<file path="config.mk">
export PLATFORM = sky130hd
export DESIGN_NAME = asrb_register_bank
export DESIGN_NICKNAME = d
export VERILOG_FILES = /design/src/asrb_pkg.sv /design/src/asrb_register_bank.sv
export SDC_FILE = /design/constraint.sdc
export NUM_CORES = 1
export LEC_CHECK = 0
export BUFFER_PORTS_ARGS = -buffer_cell sky130_fd_sc_hd__buf_4
export CORE_ASPECT_RATIO = 0.8
export CORE_UTILIZATION = 51
export CTS_CLUSTER_DIAMETER = 80
export DETAILED_ROUTE_END_ITERATION = 6
export PLACE_DENSITY = 0.75
export SYNTH_ARGS = -nofsm -noshare
export SYNTH_HDL_FRONTEND = slang
export SYNTH_SLANG_ARGS = --single-unit
</file>
<file path="constraint.sdc">
create_clock -name sys_clk -period 1.9 [get_ports sys_clk]
set_clock_uncertainty 0.2 [all_clocks]
set_input_delay 0.19 -clock sys_clk [delete_from_list [all_inputs] [get_ports sys_clk]]
set_output_delay 0.19 -clock sys_clk [all_outputs]
set_load 0.1 [all_outputs]
</file>
<file path="src/asrb_pkg.sv">
// Purpose: constants and carriers for the sensor register bank
// Assumes: byte-wide registers in a 64-location space
// Notes:   identity value is arbitrary
package asrb_pkg;
    localparam int          ADDR_W          = 6;
    localparam int          DATA_W          = 8;
    localparam int          AXES            = 3;
    localparam int          SAMPLE_W        = 14;
    localparam logic [5:0]  OFS_IDENTITY    = 6'h00;
    localparam logic [5:0]  OFS_X_LOW       = 6'h02;
    localparam logic [5:0]  OFS_HEAT        = 6'h08;
    localparam logic [5:0]  OFS_READY_STAT  = 6'h0a;
    localparam logic [5:0]  OFS_RO_LAST     = 6'h0e;
    localparam logic [5:0]  OFS_RANGE       = 6'h0f;
    localparam logic [5:0]  OFS_BW          = 6'h10;
    localparam logic [5:0]  OFS_FORMAT      = 6'h13;
    localparam logic [5:0]  OFS_RESET_TRIG  = 6'h14;
    localparam logic [5:0]  OFS_READY_EN    = 6'h17;
    localparam logic [5:0]  OFS_ROUTING     = 6'h1a;
    localparam logic [5:0]  OFS_SRC_SEL     = 6'h1e;
    localparam logic [5:0]  OFS_ELECTRICAL  = 6'h20;
    localparam logic [5:0]  OFS_SELF_CHECK  = 6'h32;
    localparam logic [5:0]  OFS_GUARD       = 6'h34;
    // writable bit masks, reserved bits dropped
    localparam logic [7:0]  MSK_RANGE       = 8'h0f;
    localparam logic [7:0]  MSK_BW          = 8'h1f;
    localparam logic [7:0]  MSK_FORMAT      = 8'hc0;
    localparam logic [7:0]  MSK_READY_EN    = 8'h10;
    localparam logic [7:0]  MSK_ROUTING     = 8'h81;
    localparam logic [7:0]  MSK_SRC_SEL     = 8'h20;
    localparam logic [7:0]  MSK_ELECTRICAL  = 8'h0f;
    localparam logic [7:0]  MSK_SELF_CHECK  = 8'h07;
    localparam logic [7:0]  MSK_GUARD       = 8'h06;
    localparam logic [7:0]  RST_RANGE       = 8'h03;
    localparam logic [7:0]  RST_BW          = 8'h0f;
    localparam logic [7:0]  RST_ELECTRICAL  = 8'h05;
    localparam logic [7:0]  RST_ZERO        = 8'h00;
    localparam logic [7:0]  RESET_CODE      = 8'hb6;
    localparam logic [7:0]  IDENTITY_VALUE  = 8'h5a;  // arbitrary value
    localparam int          BIT_UNFILTERED  = 7;
    localparam int          BIT_LATCH_DIS   = 6;
    localparam int          BIT_READY_FLAG  = 7;

    typedef struct packed {
        logic       valid;
        logic [1:0] axis;
        logic [13:0] value;
    } asrb_sample_t;

    typedef struct packed {
        logic       rd;
        logic       wr;
        logic [5:0] addr;
        logic [7:0] wdata;
    } asrb_access_t;

    typedef struct packed {
        logic [3:0] full_scale;
        logic [4:0] filter_bandwidth;
        logic       unfiltered_select;
        logic       latch_disable;
        logic       ready_irq_en;
        logic       ready_to_irq_one;
        logic       ready_to_irq_two;
        logic [3:0] irq_electrical;
        logic [1:0] self_check_axis;
        logic       self_check_sign;
        logic [1:0] guard_ctrl;
    } asrb_config_t;

    typedef enum logic [1:0] {
        ST_RUN,
        ST_RESETTING
    } asrb_state_t;
endpackage

</file>
<file path="src/asrb_register_bank.sv">
// Purpose: register bank of a three-axis acceleration sensor
// Assumes: one-cycle read/write strobes from the serial front end
// Notes:   rdata is registered, valid the cycle after the read strobe
`timescale 1ns/10ps

module asrb_register_bank #(
    parameter int RESET_HOLD = 4
) (
    input  wire logic                  sys_clk,
    input  wire logic                  srst,
    input  wire asrb_pkg::asrb_access_t acc,
    input  wire asrb_pkg::asrb_sample_t sample,
    input  wire logic [7:0]            heat_value,
    input  wire logic                  ready_event,
    output logic [7:0]                 rdata,
    output asrb_pkg::asrb_config_t     cfg,
    output logic [2:0]                 self_check_onehot,
    output logic                       soft_reset_busy
);
    // config state
    logic [7:0]             range_r, range_nxt;
    logic [7:0]             bw_r, bw_nxt;
    logic [7:0]             format_r, format_nxt;
    logic [7:0]             ready_en_r, ready_en_nxt;
    logic [7:0]             routing_r, routing_nxt;
    logic [7:0]             src_r, src_nxt;
    logic [7:0]             elec_r, elec_nxt;
    logic [7:0]             self_r, self_nxt;
    logic [7:0]             guard_r, guard_nxt;
    // sample state
    logic [13:0]            live_r [3];
    logic [13:0]            live_nxt [3];
    logic [7:0]             held_hi_r [3];
    logic [7:0]             held_hi_nxt [3];
    logic [2:0]             frozen_r, frozen_nxt;
    logic [2:0]             fresh_r, fresh_nxt;
    logic                   ready_r, ready_nxt;
    logic                   junk_r, junk_nxt;
    // reset sequencing
    asrb_pkg::asrb_state_t  state_r, state_nxt;
    logic [7:0]             hold_cnt_r, hold_cnt_nxt;
    // outputs
    logic [7:0]             rdata_nxt;
    asrb_pkg::asrb_config_t cfg_nxt;
    logic [2:0]             onehot_nxt;

    logic                   wr_ok;
    logic                   soft_hit;
    logic                   cfg_reset;
    logic [2:0]             lo_hit;
    logic [2:0]             hi_hit;

    // defaults visible one edge after the last hold cycle
    localparam int          SOFT_SPAN = RESET_HOLD + 1;

    // read-strobe address decode used by the freeze and fresh-flag side effects
    function automatic logic [2:0] low_hit(input logic [5:0] a, input logic rd);
        logic [2:0] h;
        h = '0;
        for (int i = 0; i < 3; i++) begin
            h[i] = rd && (a == asrb_pkg::OFS_X_LOW + 6'(2 * i));
        end
        return h;
    endfunction

    function automatic logic [2:0] high_hit(input logic [5:0] a, input logic rd);
        logic [2:0] h;
        h = '0;
        for (int i = 0; i < 3; i++) begin
            h[i] = rd && (a == asrb_pkg::OFS_X_LOW + 6'(2 * i + 1));
        end
        return h;
    endfunction

    function automatic logic [7:0] upd(input logic [7:0] cur, input logic [7:0] d,
                                       input logic [7:0] m);
        return (cur & ~m) | (d & m);
    endfunction

    // writes below 0x0f never land; reserved bits masked
    assign wr_ok     = acc.wr && (acc.addr > asrb_pkg::OFS_RO_LAST);
    assign soft_hit  = acc.wr && (acc.addr == asrb_pkg::OFS_RESET_TRIG)
                       && (acc.wdata == asrb_pkg::RESET_CODE);
    assign cfg_reset = srst || (state_r == asrb_pkg::ST_RESETTING
                       && hold_cnt_r == 8'h00);
    assign lo_hit    = low_hit(acc.addr, acc.rd);
    assign hi_hit    = high_hit(acc.addr, acc.rd);

    always_comb begin
        range_nxt    = range_r;
        bw_nxt       = bw_r;
        format_nxt   = format_r;
        ready_en_nxt = ready_en_r;
        routing_nxt  = routing_r;
        src_nxt      = src_r;
        elec_nxt     = elec_r;
        self_nxt     = self_r;
        guard_nxt    = guard_r;
        if (wr_ok && state_r == asrb_pkg::ST_RUN) begin
            case (acc.addr)
                asrb_pkg::OFS_RANGE: begin
                    range_nxt = upd(range_r, acc.wdata, asrb_pkg::MSK_RANGE);
                end
                asrb_pkg::OFS_BW: begin
                    bw_nxt = upd(bw_r, acc.wdata, asrb_pkg::MSK_BW);
                end
                asrb_pkg::OFS_FORMAT: begin
                    format_nxt = upd(format_r, acc.wdata, asrb_pkg::MSK_FORMAT);
                end
                asrb_pkg::OFS_READY_EN: begin
                    ready_en_nxt = upd(ready_en_r, acc.wdata, asrb_pkg::MSK_READY_EN);
                end
                asrb_pkg::OFS_ROUTING: begin
                    routing_nxt = upd(routing_r, acc.wdata, asrb_pkg::MSK_ROUTING);
                end
                asrb_pkg::OFS_SRC_SEL: begin
                    src_nxt = upd(src_r, acc.wdata, asrb_pkg::MSK_SRC_SEL);
                end
                asrb_pkg::OFS_ELECTRICAL: begin
                    elec_nxt = upd(elec_r, acc.wdata, asrb_pkg::MSK_ELECTRICAL);
                end
                asrb_pkg::OFS_SELF_CHECK: begin
                    self_nxt = upd(self_r, acc.wdata, asrb_pkg::MSK_SELF_CHECK);
                end
                asrb_pkg::OFS_GUARD: begin
                    guard_nxt = upd(guard_r, acc.wdata, asrb_pkg::MSK_GUARD);
                end
                default: begin
                end
            endcase
        end
        if (cfg_reset) begin
            range_nxt    = asrb_pkg::RST_RANGE;
            bw_nxt       = asrb_pkg::RST_BW;
            format_nxt   = asrb_pkg::RST_ZERO;
            ready_en_nxt = asrb_pkg::RST_ZERO;
            routing_nxt  = asrb_pkg::RST_ZERO;
            src_nxt      = asrb_pkg::RST_ZERO;
            elec_nxt     = asrb_pkg::RST_ELECTRICAL;
            self_nxt     = asrb_pkg::RST_ZERO;
            guard_nxt    = asrb_pkg::RST_ZERO;
        end
    end

    always_ff @(posedge sys_clk) begin
        range_r    <= range_nxt;
        bw_r       <= bw_nxt;
        format_r   <= format_nxt;
        ready_en_r <= ready_en_nxt;
        routing_r  <= routing_nxt;
        src_r      <= src_nxt;
        elec_r     <= elec_nxt;
        self_r     <= self_nxt;
        guard_r    <= guard_nxt;
    end

    // soft reset sequence: hold a few cycles, then restore defaults
    always_comb begin
        state_nxt    = state_r;
        hold_cnt_nxt = hold_cnt_r;
        case (state_r)
            asrb_pkg::ST_RUN: begin
                if (soft_hit) begin
                    state_nxt    = asrb_pkg::ST_RESETTING;
                    hold_cnt_nxt = 8'(RESET_HOLD - 1);
                end
            end
            asrb_pkg::ST_RESETTING: begin
                if (hold_cnt_r == 8'h00) begin
                    state_nxt = asrb_pkg::ST_RUN;
                end else begin
                    hold_cnt_nxt = hold_cnt_r - 8'h01;
                end
            end
            default: begin
                state_nxt = asrb_pkg::ST_RUN;
            end
        endcase
        if (srst) begin
            state_nxt    = asrb_pkg::ST_RUN;
            hold_cnt_nxt = 8'h00;
        end
    end

    always_ff @(posedge sys_clk) begin
        state_r    <= state_nxt;
        hold_cnt_r <= hold_cnt_nxt;
    end

    // per-axis sample, freeze and fresh flag
    always_comb begin
        frozen_nxt = frozen_r;
        fresh_nxt  = fresh_r;
        ready_nxt  = ready_event ? 1'b1 : ready_r;
        junk_nxt   = ~junk_r;
        for (int i = 0; i < 3; i++) begin
            live_nxt[i]    = live_r[i];
            held_hi_nxt[i] = held_hi_r[i];
            if (lo_hit[i] && !format_r[asrb_pkg::BIT_LATCH_DIS]) begin
                frozen_nxt[i] = 1'b1;
            end
            if (hi_hit[i] || format_r[asrb_pkg::BIT_LATCH_DIS]) begin
                frozen_nxt[i] = 1'b0;
            end
            if (hi_hit[i]) begin
                fresh_nxt[i] = 1'b0;
            end
            if (sample.valid && sample.axis == 2'(i + 1)) begin
                live_nxt[i]  = sample.value;
                fresh_nxt[i] = 1'b1;
            end
            if (!frozen_nxt[i]) begin
                held_hi_nxt[i] = live_nxt[i][13:6];
            end
        end
        if (acc.rd && acc.addr == asrb_pkg::OFS_READY_STAT && !ready_event) begin
            ready_nxt = 1'b0;
        end
        if (srst) begin
            frozen_nxt = '0;
            fresh_nxt  = '0;
            ready_nxt  = 1'b0;
            junk_nxt   = 1'b0;
            for (int i = 0; i < 3; i++) begin
                live_nxt[i]    = '0;
                held_hi_nxt[i] = '0;
            end
        end
    end

    always_ff @(posedge sys_clk) begin
        frozen_r <= frozen_nxt;
        fresh_r  <= fresh_nxt;
        ready_r  <= ready_nxt;
        junk_r   <= junk_nxt;
        for (int i = 0; i < 3; i++) begin
            live_r[i]    <= live_nxt[i];
            held_hi_r[i] <= held_hi_nxt[i];
        end
    end

    // read mux and outputs
    always_comb begin
        rdata_nxt = 8'h00;
        case (acc.addr)
            asrb_pkg::OFS_IDENTITY:   rdata_nxt = asrb_pkg::IDENTITY_VALUE;
            asrb_pkg::OFS_HEAT:       rdata_nxt = heat_value;
            asrb_pkg::OFS_READY_STAT: rdata_nxt = {ready_r, 7'h00};
            asrb_pkg::OFS_RANGE:      rdata_nxt = range_r;
            asrb_pkg::OFS_BW:         rdata_nxt = bw_r;
            asrb_pkg::OFS_FORMAT:     rdata_nxt = format_r;
            asrb_pkg::OFS_RESET_TRIG: rdata_nxt = 8'h00;
            asrb_pkg::OFS_READY_EN:   rdata_nxt = ready_en_r;
            asrb_pkg::OFS_ROUTING:    rdata_nxt = routing_r;
            asrb_pkg::OFS_SRC_SEL:    rdata_nxt = src_r;
            asrb_pkg::OFS_ELECTRICAL: rdata_nxt = elec_r;
            asrb_pkg::OFS_SELF_CHECK: rdata_nxt = self_r;
            asrb_pkg::OFS_GUARD:      rdata_nxt = guard_r;
            default: begin
                for (int i = 0; i < 3; i++) begin
                    if (acc.addr == asrb_pkg::OFS_X_LOW + 6'(2 * i)) begin
                        rdata_nxt = {live_r[i][5:0], junk_r, fresh_r[i]};
                    end
                    if (acc.addr == asrb_pkg::OFS_X_LOW + 6'(2 * i + 1)) begin
                        rdata_nxt = held_hi_r[i];
                    end
                end
            end
        endcase
        cfg_nxt.full_scale        = range_r[3:0];
        cfg_nxt.filter_bandwidth  = bw_r[4:0];
        cfg_nxt.unfiltered_select = format_r[asrb_pkg::BIT_UNFILTERED];
        cfg_nxt.latch_disable     = format_r[asrb_pkg::BIT_LATCH_DIS];
        cfg_nxt.ready_irq_en      = ready_en_r[4];
        cfg_nxt.ready_to_irq_one  = routing_r[0];
        cfg_nxt.ready_to_irq_two  = routing_r[7];
        cfg_nxt.irq_electrical    = elec_r[3:0];
        cfg_nxt.self_check_axis   = self_r[1:0];
        cfg_nxt.self_check_sign   = self_r[2];
        cfg_nxt.guard_ctrl        = guard_r[2:1];
        onehot_nxt = '0;
        for (int i = 0; i < 3; i++) begin
            onehot_nxt[i] = (self_r[1:0] == 2'(i + 1));
        end
    end

    always_ff @(posedge sys_clk) begin
        if (srst) begin
            rdata             <= 8'h00;
            cfg               <= '0;
            self_check_onehot <= 3'h0;
            soft_reset_busy   <= 1'b0;
        end else begin
            rdata             <= rdata_nxt;
            cfg               <= cfg_nxt;
            self_check_onehot <= onehot_nxt;
            soft_reset_busy   <= (state_nxt == asrb_pkg::ST_RESETTING);
        end
    end

    a_ro_discard: assert property (@(posedge sys_clk) disable iff (srst)
        acc.wr && acc.addr <= asrb_pkg::OFS_RO_LAST |=> $stable(range_r) && $stable(format_r))
        else $error("write to read-only range changed state");
    a_ident_fixed: assert property (@(posedge sys_clk) disable iff (srst)
        acc.rd && acc.addr == asrb_pkg::OFS_IDENTITY |=> rdata == asrb_pkg::IDENTITY_VALUE)
        else $error("identity read wrong");
    a_trig_zero: assert property (@(posedge sys_clk) disable iff (srst)
        acc.addr == asrb_pkg::OFS_RESET_TRIG |=> rdata == 8'h00)
        else $error("trigger register read nonzero");
    a_freeze_set: assert property (@(posedge sys_clk) disable iff (srst)
        lo_hit[0] && !format_r[asrb_pkg::BIT_LATCH_DIS] && !hi_hit[0] |=> frozen_r[0])
        else $error("x low read did not freeze");
    a_freeze_hold: assert property (@(posedge sys_clk) disable iff (srst)
        frozen_r[1] && !hi_hit[1] && !format_r[asrb_pkg::BIT_LATCH_DIS]
        |=> $stable(held_hi_r[1]))
        else $error("frozen y high changed");
    a_latch_off: assert property (@(posedge sys_clk) disable iff (srst)
        format_r[asrb_pkg::BIT_LATCH_DIS] |=> frozen_r == 3'h0)
        else $error("freeze active while disabled");
    a_fresh_clear: assert property (@(posedge sys_clk) disable iff (srst)
        hi_hit[2] && !(sample.valid && sample.axis == 2'd3)
        |=> !fresh_r[2])
        else $error("z flag not cleared by high read");
    a_fresh_set: assert property (@(posedge sys_clk) disable iff (srst)
        sample.valid && sample.axis == 2'd1 |=> fresh_r[0])
        else $error("x flag not set by sample");
    a_soft_defaults: assert property (@(posedge sys_clk) disable iff (srst)
        soft_hit && state_r == asrb_pkg::ST_RUN |-> ##SOFT_SPAN
        range_r == asrb_pkg::RST_RANGE && elec_r == asrb_pkg::RST_ELECTRICAL)
        else $error("soft reset did not restore defaults");
    a_reset_defaults: assert property (@(posedge sys_clk)
        srst |=> bw_r == asrb_pkg::RST_BW && format_r == asrb_pkg::RST_ZERO)
        else $error("reset defaults wrong");
    a_busy_write: assert property (@(posedge sys_clk) disable iff (srst)
        acc.wr && state_r == asrb_pkg::ST_RESETTING && !cfg_reset
        |=> $stable(range_r) && $stable(elec_r))
        else $error("write landed during soft reset");
    a_low_flag: assert property (@(posedge sys_clk) disable iff (srst)
        lo_hit[0] |=> rdata[0] == $past(fresh_r[0]))
        else $error("x low byte flag misplaced");
    a_ready_set: assert property (@(posedge sys_clk) disable iff (srst)
        ready_event |=> ready_r)
        else $error("ready flag not set by event");
    a_onehot_off: assert property (@(posedge sys_clk) disable iff (srst)
        self_r[1:0] == 2'h0 |=> self_check_onehot == 3'h0)
        else $error("self-test active with axis code zero");
    c_soft_reset: cover property (@(posedge sys_clk) soft_hit);
    c_locked_pair: cover property (@(posedge sys_clk)
        lo_hit[0] ##[1:20] hi_hit[0]);
    c_sample_while_frozen: cover property (@(posedge sys_clk)
        frozen_r[0] && sample.valid && sample.axis == 2'd1);
    c_z_high_read: cover property (@(posedge sys_clk)
        hi_hit[2]);
endmodule

</file>
==> results.toml, run 1 <==
[sta]
final-max-slew-violation-count = 0
hold_viol = 0
setup_viol_count_final = 6
worst_margin_pin_slew_ns = 0.6195
finalCritPeriodShare_pct = 103.3
fin_setup_tns_ns = -0.1942
fmax_mhz = 509.3
remaining_max_slew_budget_at_the_tightest_pin_pct = 58.70
postLayoutSetupSlackWorst_ns = -0.06347
holdWs_ns = 0.03431
grt_setup_unrepaired = "yes"
finalWorstPathRequiredPeriod_ns = 1.963

[final_layout]
n_fill_cell = 789
fin_area_sq_mm = 0.007899
fraction_of_layout_cells_with_a_size_suffix_above_1_pct = 28.18
layout.cells.most_common = "sky130_fd_sc_hd__buf_4"
syn2layout_area_growth_pct = 39.08
finalCoreUtilization_pct = 72.81
finalNetCount = 842
mostFrequentLayoutCells = "sky130_fd_sc_hd__buf_4 (142), sky130_fd_sc_hd__dfxtp_1 (141), sky130_fd_sc_hd__nand2_1 (121)"
instances_no_fill = 953
n_antenna_cell = 0

[global_route]
first_global_vias = 5292
grtUsageTotal_pct = 31.29
grt_antenna_before_repair = 0
grt_first_pass_wirelength_mm = 27.01
grt_remaining_overflow = 0
grt_max_degree = 41

[floorplanning]
die_area_sq_mm = 0.01156
start_util_pct = 52.35
dieWidth_um = 120.0
core_area_sq_mm = 0.01085
fp.dieH_um = 96.39
io-pin-count = 79
rows = 34

[route]
totalWireLength_mm = 17.82
detailroute.via_count = 5542
remaining_drc_errors = 0
initial_drc_count = 538
wl_per_cell_um = 18.70
route.detailed.vias_per_inst = 5.815
antenna_violating_nets_left = 0
drt_pass1_iterations = 6

[critical_path]
cp.arrival_ns = 2.11
criticalPathCategory = "flip-flop to flip-flop"
timing.critical_path.from_type = "flip-flop"
worst-endpoint-required_ns = 2.05
crit_path_max_fanout = 7
critPathCaptureType = "flip-flop"

[yosys]
cell_area_after_synthesis_sq_mm = 0.005679
yosys_warnings = 0
synth.lib_cells_used.distinct = 63
post_synth_inst_count = 640
synth-edff-count = 0
synthesis.area_per_instance_sq_um = 8.874
postSynth.topFlopCell = "sky130_fd_sc_hd__dfxtp_1"
seq_area_frac_synth_pct = 50.41
yosysTopAreaCellShare_pct = 50.41
largest_area_contributor_in_the_synthesized_netlist = "sky130_fd_sc_hd__dfxtp_1"
synthesis.nets = 686
async_flop_share_pct = 0
ys_top_cells_by_area = "sky130_fd_sc_hd__dfxtp_1 (50%), sky130_fd_sc_hd__nand2_1 (8.3%), sky130_fd_sc_hd__a21oi_1 (5.9%)"
synth_seq_cells = 143

[power_and_ir_drop]
power.ir.vdd_worst_v = 0.0006998
leakagePower_nw = 3.182
power_mw = 7.185
cellPowerDensity_mw_per_mm2 = 909.6

[cts]
cts_root_buffer = "sky130_fd_sc_hd__clkbuf_16"
clock_insertion_delay_worst_skew_ns = 0.43
tritoncts_num_sinks = 143
clockBufferDepth = 2
tritoncts = "yes"
clkSlewWorstSetupHoldPaths_ns = 0.07
total_number_of_h_tree_levels = 4
cts_inserted_buffers = 17

[outcome]
failed_checks = "setup timing"
status = "finished, violations left"

[placement]
place.detailed.instances = 887
place_worst_setup_slack_ns = -0.1903
postPlaceCellArea_sq_mm = 0.006828
hpwlAfterDp_mm = 12.24
gp_congestion = 1.017
placement.io_buffers = 78

[worst_hold_path]
min_path_type = "input port to flip-flop"

[run]
maxCapViolations = 0
cells in the mapped netlist (2+ instances only):
cell	number
sky130_fd_sc_hd__a211o_1	3
sky130_fd_sc_hd__a211oi_1	2
sky130_fd_sc_hd__a21o_1	2
sky130_fd_sc_hd__a21oi_1	67
sky130_fd_sc_hd__a221o_1	5
sky130_fd_sc_hd__a221oi_1	4
sky130_fd_sc_hd__a222oi_1	2
sky130_fd_sc_hd__a22o_1	3
sky130_fd_sc_hd__a22oi_1	13
sky130_fd_sc_hd__a31oi_1	4
sky130_fd_sc_hd__a32oi_1	2
sky130_fd_sc_hd__a41oi_1	5
sky130_fd_sc_hd__and2_1	8
sky130_fd_sc_hd__and3_1	6
sky130_fd_sc_hd__buf_1	6
sky130_fd_sc_hd__buf_2	9
sky130_fd_sc_hd__buf_4	2
sky130_fd_sc_hd__clkbuf_1	26
sky130_fd_sc_hd__dfxtp_1	143
sky130_fd_sc_hd__ha_1	2
sky130_fd_sc_hd__inv_1	7
sky130_fd_sc_hd__mux2_2	5
sky130_fd_sc_hd__mux2i_1	11
sky130_fd_sc_hd__nand2_1	126
sky130_fd_sc_hd__nand2b_1	4
sky130_fd_sc_hd__nand3_1	26
sky130_fd_sc_hd__nand4_1	3
sky130_fd_sc_hd__nor2_1	29
sky130_fd_sc_hd__nor2b_1	26
sky130_fd_sc_hd__nor3_1	2
sky130_fd_sc_hd__nor4_1	4
sky130_fd_sc_hd__nor4b_1	2
sky130_fd_sc_hd__o211ai_1	2
sky130_fd_sc_hd__o21ai_0	11
sky130_fd_sc_hd__o22a_1	24
sky130_fd_sc_hd__o22ai_1	4
sky130_fd_sc_hd__o31ai_1	2
sky130_fd_sc_hd__or2_2	4
sky130_fd_sc_hd__or3_1	7
sky130_fd_sc_hd__or4_1	4
kinds of logic (layout without fill, tap and decap cells):
group,Yosys count,in the layout,share of synthesized area [%]
buf+inv,50,219,3.635
other cells,1,1,0.06603
fa+ha+maj,2,2,0.4406
simple gates,266,266,23.40
mux,16,16,2.930
flops,143,143,50.41
compound gates,162,162,19.12
timing repair:
action / CTS / global route
endpoints found under the setup margin: 23 / 29
endpoints found under the hold margin: 80 / 0
resized for setup: 10 / 27
gates cloned: 1 / 0
hold buffers: 29 / 0
buffers inserted: 3 / 1
pin swaps: 5 / 7
path summary, 6_finish.rpt:
| kind | slack (ns) | to | start | cells after the start |
|---|---|---|---|---|
| hold reg to reg | 0.23 | junk_r | junk_r | 1 |
| setup / recovery | -0.06 | hold_cnt_r[3] | state_r[0] | 6 |
| hold / removal | 0.03 | rdata[7] | heat_value[7] | 4 |
| setup reg to reg | -0.06 | hold_cnt_r[3] | state_r[0] | 6 |
final cells by class:
class | count | area (sq um) | area share, %
clock buffers | 18 | 439.2 | 5.560
well taps | 144 | 180.2 | 2.281
flip-flops and latches | 143 | 2865 | 36.27
repair buffers | 180 | 1486 | 18.82
multi-input cells | 447 | 2735 | 34.63
inverters | 7 | 26.28 | 0.3326
clock inverters | 14 | 166.4 | 2.107
worst max-delay path: stages, from the launching register on:
cell and delay, ns:
sky130_fd_sc_hd__dfxtp_2 0.32, sky130_fd_sc_hd__or3b_4 0.41, sky130_fd_sc_hd__nor3_4 0.20, sky130_fd_sc_hd__a21oi_4 0.12
sky130_fd_sc_hd__buf_6 0.14, sky130_fd_sc_hd__or3_1 0.36, sky130_fd_sc_hd__a21oi_1 0.15
routing by layer:
layer	share of wire [%]	up-vias	global-route usage, %
li1	-	2587	-
met1	41	2633	39.35
met2	46	281	49.95
met3	10	41	8.979
met4	2.3	0	14.79
met5	0	-	0
flip-flops by register name, indices dropped and copies added, names as in the netlist, 2 cells and up:
| register | count |
|---|---|
| bw_r | 5 |
| cfg | 23 |
| elec_r | 4 |
| format_r | 2 |
| fresh_r | 3 |
| frozen_r | 3 |
| guard_r | 2 |
| held_hi_r | 24 |
| hold_cnt_r | 8 |
| live_r | 42 |
| range_r | 4 |
| rdata | 8 |
| routing_r | 2 |
| self_check_onehot | 3 |
| self_r | 3 |
| state_r | 2 |
where the power goes:
part           switching, mW  total, mW  internal [mW]
Sequential            0.0370       3.11           3.07
Clock                   1.41       3.42           2.01
Combinational          0.386      0.655          0.268
No activity file was read; power rests on OpenSTA's default activity.
==> run 2, diff against run 1 <==
Settings changed: CORE_MARGIN from default to 2.
==> run 2 against run 1 <==
Net effect: the run still ends with setup timing left; setup slack lost 0.0029 ns; via count grew 0.94%; first-iteration DRC count grew 2.8%; clock-buffer cell count grew 2; maximum frequency shrank 0.15%; power shrank 4.4%; combinational power shrank 1%; critical endpoint is now hold_cnt_r[5]; largest power group unchanged; hold slack lost 0.014 ns.
==> results.toml, run 2 (synthesis gave the netlist of run 1 again) <==
[global_route]
grt_max_degree = 44
grtUsageTotal_pct = 29.90
first_global_vias = 5306
grt_first_pass_wirelength_mm = 27.52
grt_antenna_before_repair = 0
grt_remaining_overflow = 0

[sta]
postLayoutSetupSlackWorst_ns = -0.06641
fin_setup_tns_ns = -0.1210
holdWs_ns = 0.02066
final-max-slew-violation-count = 0
setup_viol_count_final = 3
grt_setup_unrepaired = "yes"
finalWorstPathRequiredPeriod_ns = 1.966
hold_viol = 0
worst_margin_pin_slew_ns = 0.6696
finalCritPeriodShare_pct = 103.5
fmax_mhz = 508.5
remaining_max_slew_budget_at_the_tightest_pin_pct = 55.36

[run]
maxCapViolations = 0

[route]
initial_drc_count = 553
wl_per_cell_um = 18.96
route.detailed.vias_per_inst = 5.888
drt_pass1_iterations = 5
remaining_drc_errors = 0
antenna_violating_nets_left = 0
totalWireLength_mm = 18.01
detailroute.via_count = 5594

[cts]
cts_root_buffer = "sky130_fd_sc_hd__clkbuf_16"
tritoncts = "yes"
cts_inserted_buffers = 17
tritoncts_num_sinks = 143
total_number_of_h_tree_levels = 4
clockBufferDepth = 2
clock_insertion_delay_worst_skew_ns = 0.42
clkSlewWorstSetupHoldPaths_ns = 0.06

[worst_hold_path]
min_path_type = "input port to flip-flop"

[critical_path]
timing.critical_path.buf_inv = 0
cp.arrival_ns = 2.12
worst-endpoint-required_ns = 2.05
critPathCaptureType = "flip-flop"
crit_path_max_fanout = 6
worstReg2RegStart = "state_r[0]"
criticalPathCategory = "flip-flop to flip-flop"
reg2reg_to = "hold_cnt_r[5]"
worst_path_largest_cell_delay_ns = 0.53
crit_path_launch = "state_r[0]"
timing.critical_path.from_type = "flip-flop"
critical-path-slowest-cell = "sky130_fd_sc_hd__or4_4"
r2r_setup_slack_ns = -0.07
rr_worst_depth = 5
critical_path.top_delay_family = "simple AND/OR/NAND/NOR gates"
crit_cells = 5
critical_path.endpoint = "hold_cnt_r[5]"
crit_chain = "or3b_4 -> nor3_4 -> a21oi_4 -> or4_4 -> a21oi_2"

[floorplanning]
start_util_pct = 52.35
rows = 34
core_area_sq_mm = 0.01085
io-pin-count = 79
dieWidth_um = 122.0
die_area_sq_mm = 0.01200
fp.dieH_um = 98.39

[final_layout]
max_flop_register = "live_r"
syn2layout_area_growth_pct = 37.03
layout.cells.most_common = "sky130_fd_sc_hd__dfxtp_1"
largest_register_ffs = 42
fraction_of_layout_cells_with_a_size_suffix_above_1_pct = 26.83
finalNetCount = 838
mostFrequentLayoutCells = "sky130_fd_sc_hd__dfxtp_1 (141), sky130_fd_sc_hd__buf_4 (140), sky130_fd_sc_hd__nand2_1 (125)"
top_regs = "live_r x42, held_hi_r x24, cfg x23"

[placement]
hpwlAfterDp_mm = 12.38
placement.io_buffers = 78
gp_congestion = 0.9838

[power_and_ir_drop]
power_mw = 6.871
leakagePower_nw = 3.132
power.ir.vdd_worst_v = 0.0005882
cellPowerDensity_mw_per_mm2 = 882.9

[outcome]
status = "finished, violations left"
failed_checks = "setup timing"
==> run 2: power breakdown <==
group | internal, mW | leakage (nW) | switching (mW)
clock | 1.77 | 0.267 | 1.35
combinational | 0.263 | 1.70 | 0.382
sequential | 3.07 | 1.16 | 0.0382
==> run 2: repair_timing <==
item | 4_1_cts | 5_1_grt
pin swaps | 1 | 12
endpoints found under the hold margin | 86 | 0
hold buffers | 29 | 0
buffers inserted | 2 | 4
setup endpoints to repair | 20 | 29
gates cloned | 0 | 0
resized for setup | 4 | 22
==> run 2: tightest hold or removal path, delay by kind of cell <==
family | cells | cell delay, ns
and+or+nand+nor | 2 | 0.13
buffers and inverters | 2 | 0.30
==> run 2: area by class of cell <==
type,count,area (sq um)
antenna,1,2.502
clock buffer,20,456.7
clock inverter,12,102.6
fill,792,3065
inverter,7,26.28
multi-input combinational,447,2706
sequential,143,2865
tap,144,180.2
timing repair buffer,176,1443
==> run 2: worst min-delay path by stage <==
stage          cells after the start        start   endpoint  slack [ns]
6_report                           4       acc[1]    bw_r[1]        0.02
5_1_grt                            3       acc[5]   src_r[5]        0.03
4_1_cts                            5       acc[8]  elec_r[2]        0.07
3_5_place_dp                       1       junk_r     junk_r        0.21
3_3_place_gp                       1       junk_r     junk_r        0.21
2_1_floorplan                      2  ready_event    ready_r        0.11
==> run 2: layer usage <==
metal | up-vias | track usage [%] | routed length [um]
met5 | - | 0 | 0
met4 | 0 | 9.991 | 404
met3 | 45 | 7.652 | 1766
met2 | 314 | 45.60 | 8304
met1 | 2660 | 41.36 | 7536
li1 | 2575 | - | -
==> run 2: metrics by stage <==
stage | util, % | std cells | setup slack, ns | cell area [sq um]
2_1_floorplan | - | 640 | -0.02838 | 5695
5_1_grt | 71.72 | 949 | -0.1354 | 7780
4_1_cts | 70.69 | 946 | -0.01384 | 7669
3_5_place_dp | 62.55 | 883 | -0.1653 | 6785
6_report | 71.74 | 950 | -0.06641 | 7782
3_3_place_gp | 62.55 | 883 | -0.1626 | 6785
